<file path="src/logic/cell_pkg.sv">
// Package: shared constants and carriers for the configurable logic cell
package cell_pkg;
  // ------------------------------------------------------------
  // Widths and counts
  // ------------------------------------------------------------
  localparam int unsigned NUM_INPUTS = 16;
  localparam int unsigned SEL_W = 4;
  localparam int unsigned NUM_GATES = 4;
  localparam int unsigned NUM_CELLS = 4;
  // ------------------------------------------------------------
  // Control register fields and reset value
  // ------------------------------------------------------------
  localparam int unsigned CTL_MODE_LSB = 0;
  localparam int unsigned CTL_FALL_POS = 3;
  localparam int unsigned CTL_RISE_POS = 4;
  localparam int unsigned CTL_OUT_POS = 5;
  localparam int unsigned CTL_EN_POS = 7;
  localparam logic [7:0] CTL_RESET = 8'h00;
  // ------------------------------------------------------------
  // Logic function encodings
  // ------------------------------------------------------------
  typedef enum logic [2:0] {
    FN_AND_OR  = 3'h0,
    FN_OR_XOR  = 3'h1,
    FN_AND4    = 3'h2,
    FN_SR      = 3'h3,
    FN_DFF_SR  = 3'h4,
    FN_DFF_R   = 3'h5,
    FN_JK_R    = 3'h6,
    FN_DLAT_SR = 3'h7
  } func_t;
  // ------------------------------------------------------------
  // Configuration carrier
  // ------------------------------------------------------------
  typedef struct packed {
    logic [NUM_GATES-1:0][SEL_W-1:0] input_select_reg;
    logic [NUM_GATES-1:0][NUM_GATES*2-1:0] gate_source_reg;
    logic [NUM_GATES-1:0] gate_polarity_bits;
    logic output_polarity_bit;
  } cell_cfg_t;
endpackage : cell_pkg

</file>
<file path="src/logic/cell_function.sv">
// Logic function that combines the four gate outputs
`timescale 1ns/1ps
module cell_function (
  // Clock
  input wire logic MCLK,
  input wire logic CE,
  input wire logic RST,
  // Function
  input wire logic [2:0] MODE,
  input wire logic [3:0] GATE,
  output logic RESULT
);
  import cell_pkg::*;
  logic store_q;
  logic store_d;
  logic comb_w;
  func_t fn;
  assign fn = func_t'(MODE);
  // ------------------------------------------------------------
  // Function table
  // ------------------------------------------------------------
  always_comb begin
    comb_w = 1'b0;
    store_d = store_q;
    unique case (fn)
      FN_AND_OR: comb_w = (GATE[0] & GATE[1]) | (GATE[2] & GATE[3]);
      FN_OR_XOR: comb_w = (GATE[0] | GATE[1]) ^ (GATE[2] | GATE[3]);
      FN_AND4: comb_w = &GATE;
      FN_SR: begin
        if (GATE[2] | GATE[3]) store_d = 1'b0;
        else if (GATE[0] | GATE[1]) store_d = 1'b1;
      end
      FN_DFF_SR: begin
        if (GATE[2]) store_d = 1'b0;
        else if (GATE[3]) store_d = 1'b1;
        else if (GATE[0]) store_d = GATE[1];
      end
      FN_DFF_R: begin
        if (GATE[2]) store_d = 1'b0;
        else if (GATE[0]) store_d = GATE[1] & GATE[3];
      end
      FN_JK_R: begin
        if (GATE[2]) store_d = 1'b0;
        else if (GATE[0]) store_d = (GATE[1] & ~store_q) | (~GATE[3] & store_q);
      end
      FN_DLAT_SR: begin
        if (GATE[2]) store_d = 1'b0;
        else if (GATE[3]) store_d = 1'b1;
        else if (GATE[0]) store_d = GATE[1];
      end
    endcase
  end
  // Sequential modes sample on the clock rather than on gate edges
  assign RESULT = (fn inside {FN_AND_OR, FN_OR_XOR, FN_AND4}) ? comb_w : store_q;
  always_ff @(posedge MCLK) begin
    if (RST) begin
      store_q <= 1'b0;
    end else if (CE) begin
      store_q <= store_d;
    end
  end
endmodule : cell_function

</file>
<file path="src/logic/logic_cell.sv">
// Control, interrupt and status logic of one configurable logic cell
`timescale 1ns/1ps
module logic_cell #(
  parameter int unsigned OSC_INPUT = 0
) (
  // Clock, enable, reset
  input wire logic MCLK,
  input wire logic CE,
  input wire logic RST,
  // Sleep indication
  input wire logic SLEEP,
  // Data inputs from pins and peripherals
  input wire logic [cell_pkg::NUM_INPUTS-1:0] DATA_IN,
  // Configuration write strobes
  input wire logic CTL_WR,
  input wire logic [7:0] CTL_WDATA,
  input wire logic CFG_WR,
  input wire cell_pkg::cell_cfg_t CFG_WDATA,
  // Interrupt handling
  input wire logic FLAG_CLR,
  input wire logic CELL_IRQ_ENABLE,
  input wire logic PERIPHERAL_IRQ_ENABLE,
  input wire logic GLOBAL_IRQ_ENABLE,
  // Other cells outputs for the mirror
  input wire logic [cell_pkg::NUM_CELLS-2:0] OTHER_OUT,
  // Status
  output logic [7:0] CELL_CONTROL_REG,
  output cell_pkg::cell_cfg_t CFG_RDATA,
  output logic CELL_IRQ_FLAG,
  output logic CPU_IRQ,
  output logic CELL_OUTPUT_BIT,
  output logic [cell_pkg::NUM_CELLS-1:0] OUTPUT_MIRROR_REG,
  output logic FAST_OSC_KEEP
);
  import cell_pkg::*;
  // ------------------------------------------------------------
  // Synchronisers for outside inputs
  // ------------------------------------------------------------
  logic [NUM_INPUTS-1:0] in_s1_q;
  logic [NUM_INPUTS-1:0] in_s2_q;
  logic [NUM_CELLS-2:0] oth_s1_q;
  logic [NUM_CELLS-2:0] oth_s2_q;
  always_ff @(posedge MCLK) begin
    if (CE) begin
      in_s1_q <= DATA_IN;
      in_s2_q <= in_s1_q;
      oth_s1_q <= OTHER_OUT;
      oth_s2_q <= oth_s1_q;
    end
  end
  // ------------------------------------------------------------
  // Registers
  // ------------------------------------------------------------
  logic [7:0] ctl_q;
  cell_cfg_t cfg_q;
  logic flag_q;
  logic flag_d;
  logic out_prev_q;
  logic [NUM_CELLS-1:0] mirror_q;
  logic out_q;
  wire cell_en = ctl_q[CTL_EN_POS];
  wire rise_irq_enable = ctl_q[CTL_RISE_POS];
  wire fall_irq_enable = ctl_q[CTL_FALL_POS];
  wire [2:0] logic_function_field = ctl_q[CTL_MODE_LSB +: 3];
  // Only reset clears control; configuration keeps its value
  always_ff @(posedge MCLK) begin
    if (RST) begin
      ctl_q <= CTL_RESET;
    end else if (CE && CTL_WR) begin
      ctl_q <= CTL_WDATA;
    end
  end
  always_ff @(posedge MCLK) begin
    if (CE && CFG_WR) begin
      cfg_q <= CFG_WDATA;
    end
  end
  // ------------------------------------------------------------
  // Datapath
  // ------------------------------------------------------------
  logic [NUM_GATES-1:0] chosen;
  logic [NUM_GATES-1:0] gate_w;
  logic func_out;
  logic cell_out;
  genvar g;
  generate
    for (g = 0; g < NUM_GATES; g++) begin : gen_gate
      assign chosen[g] = in_s2_q[cfg_q.input_select_reg[g]];
      // Each chosen input enters true and inverted: bit 2k true, 2k+1 inverted
      wire [NUM_GATES*2-1:0] terms = {~chosen[3], chosen[3], ~chosen[2], chosen[2],
                                      ~chosen[1], chosen[1], ~chosen[0], chosen[0]};
      assign gate_w[g] = (|(terms & cfg_q.gate_source_reg[g]))
                         ^ cfg_q.gate_polarity_bits[g];
    end
  endgenerate
  cell_function u_fn (
    .MCLK(MCLK),
    .CE(CE),
    .RST(RST),
    .MODE(logic_function_field),
    .GATE(gate_w),
    .RESULT(func_out)
  );
  // Datapath runs without gating by SLEEP, so Sleep does not stop it
  assign cell_out = cell_en & (func_out ^ cfg_q.output_polarity_bit);
  // ------------------------------------------------------------
  // Edge detection and flag
  // ------------------------------------------------------------
  wire rise_ev = cell_en & out_q & ~out_prev_q;
  wire fall_ev = cell_en & ~out_q & out_prev_q;
  wire set_ev = (rise_ev & rise_irq_enable) | (fall_ev & fall_irq_enable);
  // Set beats clear
  assign flag_d = set_ev | (flag_q & ~FLAG_CLR);
  always_ff @(posedge MCLK) begin
    if (RST) begin
      out_q <= 1'b0;
      out_prev_q <= 1'b0;
      flag_q <= 1'b0;
      mirror_q <= '0;
    end else if (CE) begin
      out_q <= cell_out;
      out_prev_q <= out_q;
      flag_q <= flag_d;
      mirror_q <= {oth_s2_q, cell_out};
    end
  end
  // ------------------------------------------------------------
  // Outputs
  // ------------------------------------------------------------
  assign CELL_CONTROL_REG = {ctl_q[7:6], out_q, ctl_q[4:0]};
  assign CFG_RDATA = cfg_q;
  assign CELL_IRQ_FLAG = flag_q;
  assign CELL_OUTPUT_BIT = out_q;
  assign OUTPUT_MIRROR_REG = mirror_q;
  assign CPU_IRQ = flag_q & CELL_IRQ_ENABLE & PERIPHERAL_IRQ_ENABLE
                   & GLOBAL_IRQ_ENABLE & cell_en;
  wire osc_sel = (cfg_q.input_select_reg[0] == SEL_W'(OSC_INPUT))
               | (cfg_q.input_select_reg[1] == SEL_W'(OSC_INPUT))
               | (cfg_q.input_select_reg[2] == SEL_W'(OSC_INPUT))
               | (cfg_q.input_select_reg[3] == SEL_W'(OSC_INPUT));
  assign FAST_OSC_KEEP = SLEEP & cell_en & osc_sel;
endmodule : logic_cell

</file>
<file path="config.mk">
export PLATFORM = sky130hd
export DESIGN_NAME = logic_cell
export DESIGN_NICKNAME = d
export VERILOG_FILES = /design/src/logic/cell_pkg.sv /design/src/logic/cell_function.sv /design/src/logic/logic_cell.sv
export SDC_FILE = /design/constraint.sdc
export NUM_CORES = 1
export LEC_CHECK = 0
export BUFFER_PORTS_ARGS = -buffer_cell sky130_fd_sc_hd__buf_4
export CORE_MARGIN = 1
export CORE_UTILIZATION = 54
export CTS_CLUSTER_SIZE = 40
export DETAILED_ROUTE_END_ITERATION = 8
export PLACE_DENSITY = 0.85
export SYNTH_ARGS = -nofsm -noshare
export SYNTH_HDL_FRONTEND = slang
export SYNTH_HIERARCHICAL = 1
export SYNTH_SLANG_ARGS = --single-unit
</file>
<file path="constraint.sdc">
create_clock -name MCLK -period 10.2 [get_ports MCLK]
set_input_delay 0.51 -clock MCLK [delete_from_list [all_inputs] [get_ports MCLK]]
set_output_delay 0.51 -clock MCLK [all_outputs]
set_load 0.01 [all_outputs]
</file>
==> run_results.csv <==
group,metric,value,unit
status,status,"complete, no violations",
sta,fin_ws,6170,ps
worst_setup_path,arrival,4330,ps
floorplanning,core.rowCount,33,
route,num_vias,3481,
sta,relSlewSlack,56.6,%
route,drc,0,
sta,max_freq,0.248,GHz
global_route,grt_pass1_wl,17.1,mm
sta,tightest_slew,651,ps
worst_setup_path,cp-endpoint,"OUTPUT_MIRROR_REG[0]",
clock_network,path_clk_slew,110,ps
worst_setup_path,regToRegSetupSlack,6170,ps
sta,fin_crit_sh,39.5,%
layout,layout.nets,574,
worst_setup_path,path_depth,13,
worst_setup_path,crit_path_start,"CFG_RDATA[43]",
clock_network,h-tree-depth,3,
power,p_leak,2.42,nW
floorplanning,start_util,56.5,%
worst_setup_path,r2r-end,"OUTPUT_MIRROR_REG[0]",
sta,fin_crit,4030,ps
placed_design,dp_slack,6260,ps
route,first_pass_iters,5,
clock_network,cts_tree,"yes",
placed_design,portBuffers,157,
global_route,grt_pass1_vias,3337,
power,peakVddDrop,0.000116,V
synthesis,synth_edf_count,91,
placed_design,dpl_cell_area,5950,sq um
sta,tns,0,ps
clock_network,post_cts.repair.setup_buffers,0,
synthesis,async_flop_share,0,%
worst_setup_path,cp-start-kind,"register",
layout,seqCellArea,3010,sq um
sta,final_max_slew_viol_count,0,
synthesis,yosys_warnings,6,
layout,area_growth,30.4,%
synthesis,syn_avg_cell_area,14.4,sq um
floorplanning,core,8340,sq um
synthesis,synth.ff_latch_count,105,
floorplanning,die_h,95.4,um
sta,clock-skew-final,11.5,ps
route,vias_per_cell,5.87,
layout,n_antenna_cell,0,
power,power_density,152,nW/um^2
worst_setup_path,crit_path_end_kind,"register",
worst_setup_path,required,10510,ps
global_route,antenna_found_initial,0,
route,ant_nets,0,
layout,fillers,572,
layout,drive_above_1_share,42.0,%
route,totalWireLength,11.3,mm
worst_hold_path,hold_path_class,"in2reg",
clock_network,cts_resized,0,
worst_setup_path,cp_cell_sequence,"mux4_2 > mux2i_2 > mux2_1 > a221oi_2 > nand4_1 > xor2_1 > nor2_1 > ha_1 > a22oi_1 > o22ai_1 > xor2_1 > nand3_1 > a21oi_1",
worst_setup_path,critPathTopFamily,"multiplexers",
synthesis,synth-seq-area-share,63.9,%
global_route,track_usage,25.8,%
run,cap_violations,0,
worst_hold_path,hp-start,"CFG_WDATA[46]",
placed_design,dp_hpwl,8.46,mm
worst_setup_path,reg2reg_depth,13,
worst_setup_path,crit_slowest_cell,"edfxtp_1",
floorplanning,die-area,9110,sq um
power,finalPower,0.933,mW
global_route,grt_max_degree,58,
synthesis,synthCells,328,
layout,multi_input_area,1610,sq um
sta,final-setup-viol-count,0,
worst_setup_path,crit_type,"reg2reg",
floorplanning,io_pins,159,
route,drtIter0Drc,181,
synthesis,synth_flop_cell,"edfxtp_1",
clock_network,clock_latency,380,ps
worst_setup_path,r2r_start,"CFG_RDATA[43]",
clock_network,cts_made_buffers,9,
placed_design,routabilityCongestion,0.780,
route,avgRoutedWirePerCell,19.0,um
clock_network,clock-root-buffer,"clkbuf_8",
layout,final_common_cell,"buf_4",
clock_network,cts.sinks,105,
worst_setup_path,critPathMaxFanout,8,
sta,hold_violations,0,
clock_network,holdBufCountCts,0,
worst_setup_path,crit_buf_inv,0,
synthesis,netlist_area,4710,sq um
floorplanning,die_width,95.4,um
global_route,overflow,0,
worst_setup_path,cp_common_cell,"xor2_1",
synthesis,syn_nets,419,
worst_setup_path,critical_path.max_stage_delay,610,ps
clock_network,cts.path.max_buffers,2,
layout,final_area,6150,sq um
synthesis,yosysUniqueCellTypes,57,
layout,final_cell_mix,"158 x buf_4, 91 x edfxtp_1, 27 x nand2_1",
sta,rsz0062_at_grt,"false",
cells in the mapped netlist (4+ instances only):
| cell | instances | share of area (%) |
|---|---|---|
| a21oi_1 | 12 | 1.3 |
| a221oi_1 | 4 | 0.74 |
| a22oi_1 | 5 | 0.80 |
| clkbuf_1 | 5 | 0.40 |
| dfxtp_1 | 14 | 5.9 |
| edfxtp_1 | 91 | 58 |
| mux2_1 | 5 | 1.2 |
| mux2_2 | 4 | 0.96 |
| mux2i_1 | 19 | 4.0 |
| mux4_2 | 10 | 4.8 |
| nand2_1 | 27 | 2.2 |
| nand2b_1 | 9 | 1.2 |
| nand3_1 | 19 | 2.0 |
| nand3b_1 | 8 | 1.3 |
| nand4_1 | 5 | 0.66 |
| nor2_1 | 16 | 1.3 |
| o21ai_0 | 10 | 1.1 |
| xor2_1 | 5 | 0.93 |
flip-flops by register name (all words and copies together), names as in the netlist:
signal and count:
in_s1_q 16, u_fn/store_q 1, oth_s2_q 3, in_s2_q 16
oth_s1_q 3, CELL_IRQ_FLAG 1, out_prev_q 1, OUTPUT_MIRROR_REG 4
ctl_q 7, CFG_RDATA 53
worst register-to-register path, cell delays in order, from the launching register on:
cell and delay [ps]:
edfxtp_1 610, mux4_2 580, mux2i_2 390, mux2_1 410, a221oi_2 240, nand4_1 170, xor2_1 390, nor2_1 130
ha_1 300, a22oi_1 60, o22ai_1 250, xor2_1 180, nand3_1 90, a21oi_1 160
stage by stage:
stage	util [%]	hold WS, ps	std cells
floorplan	-	400	328
global placement	71.3	402	577
detailed placement	71.3	405	577
CTS	73.7	282	593
global route	73.7	278	593
finish	73.7	301	593
cells by family (layout without fill, tap and decap cells):
group	count (synthesis)	in the layout	share of synthesized area, %
flip-flops	105	105	63.9
buffers and inverters	17	177	1.96
adder cells (fa/ha/maj)	1	1	0.265
multiplexers	42	42	12.5
AND/OR/NAND/NOR	106	106	12.1
XOR/XNOR	5	5	0.929
AO/OA/AOI/OAI	52	52	8.31
layout make-up:
class | instances | share of cell area (%)
sequential | 105 | 49.0
multi-input combinational | 206 | 26.2
timing repair buffer | 158 | 19.3
tap | 105 | 2.14
clock buffer | 10 | 2.08
clock inverter | 6 | 1.10
inverter | 3 | 0.183
where the power goes:
group	internal [mW]	total, mW	switching, mW
clock network	0.0965	0.248	0.151
logic	0.0842	0.155	0.0709
registers	0.499	0.530	0.0311
routing by layer:
metal / share of wire [%] / vias to the layer above / track usage, %
met5: 0 / - / 0
met4: 1.7 / 0 / 8.21
met3: 11 / 18 / 7.42
met2: 51 / 215 / 43.6
met1: 37 / 1650 / 32.0
li1: - / 1598 / -
worst min-delay path by stage:
| stage | to | cells after the start |
|---|---|---|
| floorplan | in_s2_q[0] | 0 |
| global placement | in_s2_q[5] | 0 |
| detailed placement | in_s2_q[9] | 0 |
| CTS | CFG_RDATA[46] | 1 |
| global route | CFG_RDATA[46] | 1 |
| finish | CFG_RDATA[46] | 1 |
Power figures use the tool's default switching activity.
